`config.mk`:
```
export PLATFORM = sky130hd
export DESIGN_NAME = ccc_core
export DESIGN_NICKNAME = d
export VERILOG_FILES = /design/src/ccc_pkg.sv /design/src/ccc_dec_if.sv /design/src/ccc_core.sv /design/src/ccc_decoder.sv /design/src/ccc_shadow.sv
export SDC_FILE = /design/constraint.sdc
export NUM_CORES = 1
export LEC_CHECK = 0
export BUFFER_PORTS_ARGS = -buffer_cell sky130_fd_sc_hd__buf_4
export CAP_MARGIN = 30
export CELL_PAD_IN_SITES_DETAIL_PLACEMENT = 0
export CELL_PAD_IN_SITES_GLOBAL_PLACEMENT = 2
export CORE_ASPECT_RATIO = 0.6
export CORE_MARGIN = 5
export CORE_UTILIZATION = 35
export DETAILED_ROUTE_END_ITERATION = 7
export PLACE_DENSITY_LB_ADDON = 0.1
export REMOVE_ABC_BUFFERS = 1
export SLEW_MARGIN = 20
export SYNTH_ARGS = -nofsm -noshare
export SYNTH_HDL_FRONTEND = slang
export SYNTH_SLANG_ARGS = --single-unit
```
`constraint.sdc`:
```
create_clock -name sys_clk -period 3.94 [get_ports sys_clk]
set_input_delay 0.197 -clock sys_clk [delete_from_list [all_inputs] [get_ports sys_clk]]
set_output_delay 0.197 -clock sys_clk [all_outputs]
set_load 0.005 [all_outputs]
```
`src/ccc_pkg.sv`:
```
// Constants and types shared by the call, clear-register and watchdog-clear logic
// Summary of operation
// - Call pushes instruction address plus four
// - Save bit set copies accumulator, flags, bank
// - Save bit clear leaves shadow copies alone
// - Call target literal loads counter bits 20:1
// - Call takes two cycles, second one idle
// - Call recognised by 1110110 then 1111 word
// - Clear writes zero and sets zero flag
// - Clear recognised by 0110101, bank bit, address
// - Bank bit zero access bank, one banked
// - Bank zero, extended, address <=95 uses indexed
// - Opcode 0004 resets watchdog counter in cycle
// - Watchdog clear also resets the postscaler
// - Watchdog clear sets both low-active status flags
package ccc_pkg;

    // ****************************************
    // Opcode patterns
    // ****************************************
    localparam logic [15:0] OPC_MASK7 = 16'hFE00;
    localparam logic [15:0] CALL_OPC = 16'hEC00;
    localparam logic [15:0] ZERO_FILE_OPC = 16'h6A00;
    localparam logic [15:0] WORD2_MASK = 16'hF000;
    localparam logic [15:0] WORD2_OPC = 16'hF000;
    localparam logic [15:0] KICK_OPC = 16'h0004;

    // ****************************************
    // Field positions
    // ****************************************
    localparam int SAVE_BIT = 8;
    localparam int BANK_BIT = 8;

    // ****************************************
    // Values and offsets
    // ****************************************
    localparam logic [20:0] RET_OFFSET = 21'h000004;
    localparam logic [7:0] INDEX_LIMIT = 8'h5F;
    localparam logic [7:0] CLEAR_VALUE = 8'h00;
    localparam logic FLAG_N_RESET = 1'h1;
    localparam logic [7:0] SHADOW_RESET = 8'h00;
    localparam logic [20:0] PC_RESET = 21'h000000;

    // ****************************************
    // Address modes of the file access
    // ****************************************
    localparam logic [1:0] MODE_ACCESS = 2'h0;
    localparam logic [1:0] MODE_BANKED = 2'h1;
    localparam logic [1:0] MODE_INDEXED = 2'h2;

    typedef enum logic [1:0] {PH_Q1, PH_Q2, PH_Q3, PH_Q4} ccc_phase_type;

endpackage

```
`src/ccc_dec_if.sv`:
```
// Decoded instruction fields passed from the decoder to the core
`timescale 1ns/1ps
interface ccc_dec_if;
    logic is_call;
    logic is_zfile;
    logic is_kick;
    logic save_ctx;
    logic bank_sel;
    logic [19:0] target;
    logic [7:0] file_addr;

    modport dec (output is_call, is_zfile, is_kick, save_ctx, bank_sel, target, file_addr);
    modport core (input is_call, is_zfile, is_kick, save_ctx, bank_sel, target, file_addr);
endinterface

```
`src/ccc_core.sv`:
```
// Execution sequencer for subroutine call, file clear and watchdog clear
`timescale 1ns/1ps
module ccc_core (
    // Clock and reset
    input wire logic sys_clk,
    input wire logic rst_n,
    // Instruction words, stable from Q1 of each cycle
    input wire logic [15:0] instr_word,
    input wire logic [15:0] call_word2,
    // Live core state
    input wire logic [20:0] pc_in,
    input wire logic [7:0] acc_in,
    input wire logic [7:0] flags_in,
    input wire logic [7:0] bank_pointer,
    input wire logic ext_set_en,
    // Watchdog status events
    input wire logic timeout_evt,
    input wire logic sleep_evt,
    // Phase
    output logic [1:0] quarter,
    // Return stack and program counter
    output logic stack_push,
    output logic [20:0] stack_top_entry,
    output logic pc_write,
    output logic [20:0] pc_value,
    // File register access
    output logic file_read,
    output logic file_write,
    output logic [1:0] file_mode,
    output logic [7:0] file_offset,
    output logic [7:0] file_bank,
    output logic [7:0] file_data,
    output logic zero_flag_set,
    // Watchdog
    output logic dog_timer_clear,
    output logic postscaler_clear,
    output logic expiry_flag_n,
    output logic sleep_flag_n,
    // Shadow copies
    output logic [7:0] accumulator_shadow_copy,
    output logic [7:0] flag_shadow_copy,
    output logic [7:0] bank_pointer_shadow
);

    // ****************************************
    // Decode
    // ****************************************
    ccc_dec_if dif ();

    ccc_decoder u_dec (
        .word1(instr_word),
        .word2(call_word2),
        .d(dif.dec)
    );

    ccc_pkg::ccc_phase_type phase_ff;
    ccc_pkg::ccc_phase_type nxt_phase;
    logic skip_ff;
    logic op_call_ff;
    logic op_zfile_ff;
    logic op_kick_ff;
    logic save_ff;
    logic [19:0] tgt_ff;
    logic [20:0] pcb_ff;
    logic push_ff;
    logic [20:0] ret_top_ff;
    logic pc_wr_ff;
    logic [20:0] pc_val_ff;
    logic file_rd_ff;
    logic file_wr_ff;
    logic [1:0] mode_ff;
    logic [7:0] offset_ff;
    logic [7:0] bank_ff;
    logic [7:0] fdata_ff;
    logic zset_ff;
    logic dog_clr_ff;
    logic post_clr_ff;
    logic expiry_n_ff;
    logic sleep_n_ff;
    logic shadow_save_ff;

    always_comb
    begin
        case (phase_ff)
            ccc_pkg::PH_Q1: nxt_phase = ccc_pkg::PH_Q2;
            ccc_pkg::PH_Q2: nxt_phase = ccc_pkg::PH_Q3;
            ccc_pkg::PH_Q3: nxt_phase = ccc_pkg::PH_Q4;
            ccc_pkg::PH_Q4: nxt_phase = ccc_pkg::PH_Q1;
            default: nxt_phase = ccc_pkg::PH_Q1;
        endcase
    end

    wire at_q1 = phase_ff == ccc_pkg::PH_Q1;
    wire at_q2 = phase_ff == ccc_pkg::PH_Q2;
    wire at_q3 = phase_ff == ccc_pkg::PH_Q3;
    wire at_q4 = phase_ff == ccc_pkg::PH_Q4;
    // Second word of a call must never be decoded as an instruction
    wire take = at_q1 && !skip_ff;
    wire take_call = take && dif.is_call;
    wire take_zfile = take && dif.is_zfile;
    wire take_kick = take && dif.is_kick;

    // ****************************************
    // Address mode selection
    // ****************************************
    wire idx_mode = !dif.bank_sel && ext_set_en && (dif.file_addr <= ccc_pkg::INDEX_LIMIT);
    wire [1:0] sel_mode = dif.bank_sel ? ccc_pkg::MODE_BANKED :
        (idx_mode ? ccc_pkg::MODE_INDEXED : ccc_pkg::MODE_ACCESS);
    wire [7:0] sel_bank = dif.bank_sel ? bank_pointer : 8'h00;

    // ****************************************
    // Next values
    // ****************************************
    wire nxt_skip = (at_q4 && op_call_ff) ? 1'b1 : (at_q1 ? 1'b0 : skip_ff);
    wire nxt_op_call = at_q1 ? take_call : op_call_ff;
    wire nxt_op_zfile = at_q1 ? take_zfile : op_zfile_ff;
    wire nxt_op_kick = at_q1 ? take_kick : op_kick_ff;
    wire nxt_push = at_q2 && op_call_ff;
    wire nxt_shadow_save = at_q2 && op_call_ff && save_ff;
    wire nxt_pc_wr = at_q3 && op_call_ff;
    wire nxt_file_rd = take_zfile;
    wire nxt_file_wr = at_q3 && op_zfile_ff;
    wire nxt_kick = at_q3 && op_kick_ff;
    // Watchdog clear wins over a same-quarter status event
    wire nxt_expiry_n = nxt_kick ? 1'b1 : (timeout_evt ? 1'b0 : expiry_n_ff);
    wire nxt_sleep_n = nxt_kick ? 1'b1 : (sleep_evt ? 1'b0 : sleep_n_ff);

    // ****************************************
    // Sequencer and decoded operation
    // ****************************************
    always_ff @(posedge sys_clk or negedge rst_n)
    begin
        if (!rst_n)
        begin
            phase_ff <= ccc_pkg::PH_Q1;
            skip_ff <= 1'b0;
            op_call_ff <= 1'b0;
            op_zfile_ff <= 1'b0;
            op_kick_ff <= 1'b0;
            save_ff <= 1'b0;
            tgt_ff <= 20'h00000;
            pcb_ff <= ccc_pkg::PC_RESET;
        end
        else
        begin
            phase_ff <= nxt_phase;
            skip_ff <= nxt_skip;
            op_call_ff <= nxt_op_call;
            op_zfile_ff <= nxt_op_zfile;
            op_kick_ff <= nxt_op_kick;
            if (take_call)
            begin
                save_ff <= dif.save_ctx;
                tgt_ff <= dif.target;
                pcb_ff <= pc_in;
            end
        end
    end

    // ****************************************
    // Stack, counter and file strobes
    // ****************************************
    always_ff @(posedge sys_clk or negedge rst_n)
    begin
        if (!rst_n)
        begin
            push_ff <= 1'b0;
            ret_top_ff <= ccc_pkg::PC_RESET;
            pc_wr_ff <= 1'b0;
            pc_val_ff <= ccc_pkg::PC_RESET;
            shadow_save_ff <= 1'b0;
            file_rd_ff <= 1'b0;
            file_wr_ff <= 1'b0;
            zset_ff <= 1'b0;
            fdata_ff <= ccc_pkg::CLEAR_VALUE;
        end
        else
        begin
            push_ff <= nxt_push;
            pc_wr_ff <= nxt_pc_wr;
            shadow_save_ff <= nxt_shadow_save;
            file_rd_ff <= nxt_file_rd;
            file_wr_ff <= nxt_file_wr;
            zset_ff <= nxt_file_wr;
            fdata_ff <= ccc_pkg::CLEAR_VALUE;
            if (nxt_push)
                ret_top_ff <= pcb_ff + ccc_pkg::RET_OFFSET;
            if (nxt_pc_wr)
                pc_val_ff <= {tgt_ff, 1'b0};
        end
    end

    always_ff @(posedge sys_clk or negedge rst_n)
    begin
        if (!rst_n)
        begin
            mode_ff <= ccc_pkg::MODE_ACCESS;
            offset_ff <= 8'h00;
            bank_ff <= 8'h00;
        end
        else if (take_zfile)
        begin
            mode_ff <= sel_mode;
            offset_ff <= dif.file_addr;
            bank_ff <= sel_bank;
        end
    end

    // ****************************************
    // Watchdog clear and status flags
    // ****************************************
    always_ff @(posedge sys_clk or negedge rst_n)
    begin
        if (!rst_n)
        begin
            dog_clr_ff <= 1'b0;
            post_clr_ff <= 1'b0;
            expiry_n_ff <= ccc_pkg::FLAG_N_RESET;
            sleep_n_ff <= ccc_pkg::FLAG_N_RESET;
        end
        else
        begin
            dog_clr_ff <= nxt_kick;
            post_clr_ff <= nxt_kick;
            expiry_n_ff <= nxt_expiry_n;
            sleep_n_ff <= nxt_sleep_n;
        end
    end

    ccc_shadow u_shadow (
        .sys_clk(sys_clk),
        .rst_n(rst_n),
        .save(shadow_save_ff),
        .acc_in(acc_in),
        .flags_in(flags_in),
        .bank_in(bank_pointer),
        .accumulator_shadow_copy(accumulator_shadow_copy),
        .flag_shadow_copy(flag_shadow_copy),
        .bank_pointer_shadow(bank_pointer_shadow)
    );

    // ****************************************
    // Outputs
    // ****************************************
    assign quarter = phase_ff;
    assign stack_push = push_ff;
    assign stack_top_entry = ret_top_ff;
    assign pc_write = pc_wr_ff;
    assign pc_value = pc_val_ff;
    assign file_read = file_rd_ff;
    assign file_write = file_wr_ff;
    assign file_mode = mode_ff;
    assign file_offset = offset_ff;
    assign file_bank = bank_ff;
    assign file_data = fdata_ff;
    assign zero_flag_set = zset_ff;
    assign dog_timer_clear = dog_clr_ff;
    assign postscaler_clear = post_clr_ff;
    assign expiry_flag_n = expiry_n_ff;
    assign sleep_flag_n = sleep_n_ff;
endmodule

```
`src/ccc_decoder.sv`:
```
// Combinational decode of the three supported instructions
`timescale 1ns/1ps
module ccc_decoder (
    // Instruction words
    input wire logic [15:0] word1,
    input wire logic [15:0] word2,
    // Decoded fields
    ccc_dec_if.dec d
);
    wire call_hit = (word1 & ccc_pkg::OPC_MASK7) == ccc_pkg::CALL_OPC;
    wire word2_hit = (word2 & ccc_pkg::WORD2_MASK) == ccc_pkg::WORD2_OPC;

    assign d.is_call = call_hit && word2_hit;
    assign d.is_zfile = (word1 & ccc_pkg::OPC_MASK7) == ccc_pkg::ZERO_FILE_OPC;
    assign d.is_kick = word1 == ccc_pkg::KICK_OPC;
    assign d.save_ctx = word1[ccc_pkg::SAVE_BIT];
    assign d.bank_sel = word1[ccc_pkg::BANK_BIT];
    assign d.target = {word2[11:0], word1[7:0]};
    assign d.file_addr = word1[7:0];
endmodule

```
`src/ccc_shadow.sv`:
```
// Shadow copies of accumulator, flag register and bank pointer
`timescale 1ns/1ps
module ccc_shadow (
    // Clock and reset
    input wire logic sys_clk,
    input wire logic rst_n,
    // Save request and live values
    input wire logic save,
    input wire logic [7:0] acc_in,
    input wire logic [7:0] flags_in,
    input wire logic [7:0] bank_in,
    // Shadow copies
    output logic [7:0] accumulator_shadow_copy,
    output logic [7:0] flag_shadow_copy,
    output logic [7:0] bank_pointer_shadow
);
    logic [7:0] acc_sh_ff;
    logic [7:0] flag_sh_ff;
    logic [7:0] bank_sh_ff;

    // Hold unless a save is requested
    wire [7:0] nxt_acc_sh = save ? acc_in : acc_sh_ff;
    wire [7:0] nxt_flag_sh = save ? flags_in : flag_sh_ff;
    wire [7:0] nxt_bank_sh = save ? bank_in : bank_sh_ff;

    always_ff @(posedge sys_clk or negedge rst_n)
    begin
        if (!rst_n)
        begin
            acc_sh_ff <= ccc_pkg::SHADOW_RESET;
            flag_sh_ff <= ccc_pkg::SHADOW_RESET;
            bank_sh_ff <= ccc_pkg::SHADOW_RESET;
        end
        else
        begin
            acc_sh_ff <= nxt_acc_sh;
            flag_sh_ff <= nxt_flag_sh;
            bank_sh_ff <= nxt_bank_sh;
        end
    end

    assign accumulator_shadow_copy = acc_sh_ff;
    assign flag_shadow_copy = flag_sh_ff;
    assign bank_pointer_shadow = bank_sh_ff;
endmodule

```
### Word level (Yosys, flattened, before mapping)

Index checks and enable logic that the tools add are counted.

| cells by class | value |
|---|---|
| $add $sub $neg | 1 |
| order comparisons | 1 |
| eq/ne operators | 7 |
| multiplexer cells | 10 |
| reductions and logical operators | 19 |

Operators with widths:

| kind | count |
|---|---|
| $add A21 B3 Y21 const B | 1 |
| $eq A16 B3 Y1 const B | 1 |
| $logic_and A1 B1 Y1 | 13 |
| $le A8 B7 Y1 const B | 1 |
| $mux W8 | 1 |
| $pmux W2 S4 | 1 |
| $eq A7 B6 Y1 const B | 1 |
| $eq A7 B7 Y1 const B | 1 |
| $mux W1 | 6 |
| $reduce_bool A2 Y1 | 3 |
| $eq A2 B2 Y1 const B | 2 |
| $eq A4 B4 Y1 const B | 1 |
| $mux W2 | 2 |
| $eq A2 B1 Y1 const B | 1 |
| $logic_not A1 Y1 | 2 |
| $logic_not A2 Y1 | 1 |

| storage, ports and cells | value |
|---|---|
| bits in registers | 139 |
| bits of input ports | 82 |
| output and inout bits | 103 |

### Longest topological paths before layout

| logic depth | value |
|---|---|
| depth after elaboration | 5 |
| depth in mapped cells | 7 |

### Modules after synthesis

From an unflattened synthesis, not the netlist that was laid out.

| second synthesis, totals | value |
|---|---|
| cell total of the unflattened synthesis | 456 |
| area total of the unflattened synthesis | 5977.0 um2 |

Modules (own cells, without submodules):

| module | times used | cells an instance | area each (um2) |
|---|---|---|---|
| ccc_core | 1 | 365 | 4675.7 |
| ccc_shadow | 1 | 51 | 997.2 |
| ccc_decoder | 1 | 40 | 304.0 |

### Least setup slack after synthesis

Ideal clock, no wire load.

| timing path | value |
|---|---|
| path kind | reg-to-reg |
| start | register phase_ff[0] (netlist: quarter[0]) |
| end | register pcb_ff[12] |
| arrival | 1955 ps |
| data required time | 3815 ps |
| setup slack | 1860 ps |
| cell stages (with the launch flop) | 8 |
| clock period less this slack | 2080 ps |
| cells stage by stage | dfrtp_1 -> inv_1 -> ha_1 -> nand4_1 -> or3_4 -> nor3_4 -> buf_6 -> mux2_2 |

| between the ends | value |
|---|---|
| word-level cells in the longest chain between the ends | 3 |

RTL lines:

| item | line | text |
|---|---|---|
| from (decl) | ccc_core.sv:56 | `ccc_pkg::ccc_phase_type phase_ff;` |
| from (signal assigned) | ccc_core.sv:135 | `phase_ff <= ccc_pkg::PH_Q1;` |
| from (signal assigned) | ccc_core.sv:146 | `phase_ff <= nxt_phase;` |
| $logic_not A2 Y1 | ccc_core.sv:93 | `wire at_q1 = phase_ff == ccc_pkg::PH_Q1;` |
| $logic_and A1 B1 Y1 | ccc_core.sv:98 | `wire take = at_q1 && !skip_ff;` |
| $logic_and A1 B1 Y1 | ccc_core.sv:99 | `wire take_call = take && dif.is_call;` |
| to (signal assigned) | ccc_core.sv:142 | `pcb_ff <= ccc_pkg::PC_RESET;` |
| to (signal assigned) | ccc_core.sv:155 | `pcb_ff <= pc_in;` |
| to (decl) | ccc_core.sv:64 | `logic [20:0] pcb_ff;` |

Every way passes these cells.
A chain may end at the register's enable or synchronous reset.

### Worst setup path after layout

| timing path | value |
|---|---|
| start | register phase_ff[1] (netlist: quarter[1]) |
| end | register bank_ff[4] (netlist: file_bank[4]) |

| between the ends | value |
|---|---|
| word-level cells in the longest chain between the ends | 3 |

RTL lines:

| item | line | text |
|---|---|---|
| $logic_not A2 Y1 | ccc_core.sv:93 |  |
| $logic_and A1 B1 Y1 | ccc_core.sv:98 |  |
| $logic_and A1 B1 Y1 | ccc_core.sv:100 | `wire take_zfile = take && dif.is_zfile;` |
| to (signal assigned) | ccc_core.sv:205 | `bank_ff <= sel_bank;` |
| to (decl) | ccc_core.sv:73 | `logic [7:0] bank_ff;` |

Every way passes these cells.

==> impl_metrics.csv <==
group,metric,value,unit
grt,vias_in_the_first_global_route,4117,
sta,skew,13.9,ps
routing,post-route-drc-count,0,
sta,setup_tns,0,ps
sta,hold_viol,0,
cells_and_area,multi_input_area,2000,um2
clocking,clk_path_buf_depth,2,
flow_run,max_cap_viols,0,
cells_and_area,post_route_cells_drive_above_1_share,0.491,
grt,grt_pass1_wl,22200,um
sta,achievable-frequency,387,MHz
floorplanning,die_x,175,um
clocking,tritoncts,"done",
grt,grt_antenna_before_repair,0,
grt,globalRouteOverflowTotal,0,
yosys,ys_async_sr_fraction,1.00,
yosys,mappedNetlistArea,5700,um2
routing,detailedRoute.firstPassIterationCount,4,
yosys,syn-mean-instance-area,13.5,um2
floorplanning,fp-row-count,36,
routing,wl_per_cell,16.6,um
cells_and_area,synthToLayoutAreaGrowth,41.0,%
clocking,cts_setup_buffers,0,
worst_setup_path,endpoint_required_time_on_the_critical_path,4280,ps
clocking,clock_root_cell,"sky130_fd_sc_hd__clkbuf_16",
placed_design,port_buffers,175,
clocking,cts_h_tree_depth,4,
placed_design,place_worst_setup_slack,1350,ps
yosys,yosysWarnings,0,
sta,relSlewSlack,0.384,
worst_setup_path,worstPathArrival,2930,ps
routing,vias,3927,
worst_setup_path,critPathKind,"reg -> reg",
worst_setup_path,worst-path-max-fanout,13,
placed_design,gpl.final_weighted_congestion,0.754,
power,vdd_drop_max,190,uV
sta,final.min_clock_period,2590,ps
routing,route.antenna.remaining_nets,0,
routing,drt-initial-drc-count,147,
cells_and_area,final_util,0.498,
sta,worst_slew_pin_slew,920,ps
yosys,yosys_register_bits,139,
sta,final_min_period_over_clock_period,0.656,
floorplanning,initial_utilization,0.353,
yosys,seq_area_frac_synth,0.611,
cells_and_area,number_of_nets_at_the_end_of_the_flow,716,
floorplanning,dieArea,19000,um2
power,power_density,392,nW/um2
floorplanning,top_level_ports,185,
routing,dr_vias_cell,4.61,
power,p_leak,0.00413,uW
placed_design,hpwl,10100,um
yosys,synth_enable_flop_cells,0,
floorplanning,design.core.area,16100,um2
cells_and_area,n_antenna_cell,0,
sta,worst_slack,1350,ps
cells_and_area,fillers,1456,
power,design_power_total,3150,uW
yosys,netlist_instances,422,
clocking,post_cts_resize_count,0,
worst_setup_path,startpoint_type,"register",
clocking,cts_hold_repair.buffers,19,
yosys,synth.distinct_cells,33,
floorplanning,fp.dieH,109,um
yosys,dominantRegCellSynth,"sky130_fd_sc_hd__dfrtp_1",
sta,setup_viol,0,
clocking,cts_num_sinks,139,
sta,unrepaired_setup_endpoints_after_global_routing,"no",
sta,final_max_slew_viol_count,0,
placed_design,place.detailed.instances,793,
cells_and_area,filler_free_cell_count_of_the_finished_design,851,
status,status,"completed",
clocking,clkLatencyLatePin,410,ps
grt,grt_max_degree,78,
worst_hold_path,hp-class,"in -> reg",
worst_setup_path,crit_path_end_kind,"register",
cells_and_area,final-seq-area,3480,um2
routing,wl,14100,um
clocking,numCtsBuffers,17,
clocking,clk_transition_reported_paths,70,ps
grt,grt_usage,0.150,
## per-stage QoR
stage                     cell area (um2)  hold slack, ps
after floorplan                      5550           -98.6
after global placement               7180             275
after detailed placement             7190             281
after CTS                            7960          0.0553
after global routing                 8040           0.931
final                                8040            20.0
## state kept, by name, indices dropped and copies added, names as in the netlist, 8 cells and up
name,count
file_bank,8
file_offset,8
pc_value,20
pcb_ff,21
stack_top_entry,21
tgt_ff,20
u_shadow.accumulator_shadow_copy,8
u_shadow.bank_pointer_shadow,8
u_shadow.flag_shadow_copy,8
## per-layer routing
| metal | wire, um | vias to the layer above | GRT usage |
|---|---|---|---|
| li1 | - | 1854 | - |
| met1 | 6320 | 1958 | 0.193 |
| met2 | 6590 | 104 | 0.231 |
| met3 | 1050 | 11 | 0.0613 |
| met4 | 153 | 0 | 0.0487 |
| met5 | 0 | - | 0 |
## where the power goes
group          switching [uW]  internal, uW  total [uW]
logic                    65.3          87.6         153
clock network             653           904        1560
registers                6.25          1440        1440
total                     725          2430        3150
## area by class of cell
class,instances,area share
multi-input combinational,242,0.249
sequential,139,0.433
timing repair buffer,207,0.203
clock inverter,13,0.0167
inverter,22,0.0103
clock buffer,19,0.0551
tap,209,0.0325
## logic make-up after synthesis
logic type	share of synthesized area
AOI/OAI and AO/OA	0.0241
xor gates and xnor gates	0.0231
adders and majority gates	0.0110
buffers and inverters	0.0452
DFF	0.611
muxes	0.213
other	0.000658
and+or+nand+nor	0.0720
## path summary, 6_finish.rpt
path / start / endpoint / depth (start not counted) / slack [ps]
max in group asynchronous: rst_n / expiry_flag_n$_DFFE_PN1P_ / 3 / 2600
worst max register to register: quarter[1]$_DFF_PN0_ / file_bank[4]$_DFFE_PN0P_ / 7 / 1350
worst min register to register: stack_top_entry[12]$_DFFE_PN0P_ / stack_top_entry[12]$_DFFE_PN0P_ / 2 / 480
min in group asynchronous: rst_n / pcb_ff[1]$_DFFE_PN0P_ / 2 / 390
worst max-delay path: quarter[1]$_DFF_PN0_ / file_bank[4]$_DFFE_PN0P_ / 7 / 1350
worst min-delay path: pc_in[10] / pcb_ff[10]$_DFFE_PN0P_ / 2 / 20
## critical path, stage by stage (launching register included)
cell                      delay (ps)
sky130_fd_sc_hd__dfrtp_1         410
sky130_fd_sc_hd__inv_1           100
sky130_fd_sc_hd__ha_1            220
sky130_fd_sc_hd__nand4_1         100
sky130_fd_sc_hd__or3_4           370
sky130_fd_sc_hd__nor4b_4         780
sky130_fd_sc_hd__buf_4           330
sky130_fd_sc_hd__mux2i_1         200
## synthesized netlist by cell type (all sizes together) (2+ instances only)
cell type  instances  area (um2)
a21o               2        15.0
inv               22        82.6
dfstp              2        52.6
clkbuf            10        37.5
nor2               4        15.0
dfrtp            137        3430
nand4              5        31.3
buf               17         138
o21ai             20         100
nor3               5        36.3
ha                 5        62.6
xnor2             14         123
nor4              12        75.1
nand2             34         128
nor4b              2        23.8
nand3             10        50.1
mux2i             10         100
and3               3        18.8
mux2              99        1110
## cell usage in the layout (no fill, tap or decap), drive strengths merged, types with 10 or more instances in the layout
master / Yosys / final
nand3: 10 / 10
dfrtp: 137 / 137
dlygate4sd3: 0 / 25
nor4: 12 / 12
buf: 17 / 182
inv: 22 / 28
mux2i: 10 / 10
nand2: 34 / 34
clkbuf: 10 / 19
o21ai: 20 / 20
mux2: 99 / 99
xnor2: 14 / 14
(Power assumes the default switching activity.)
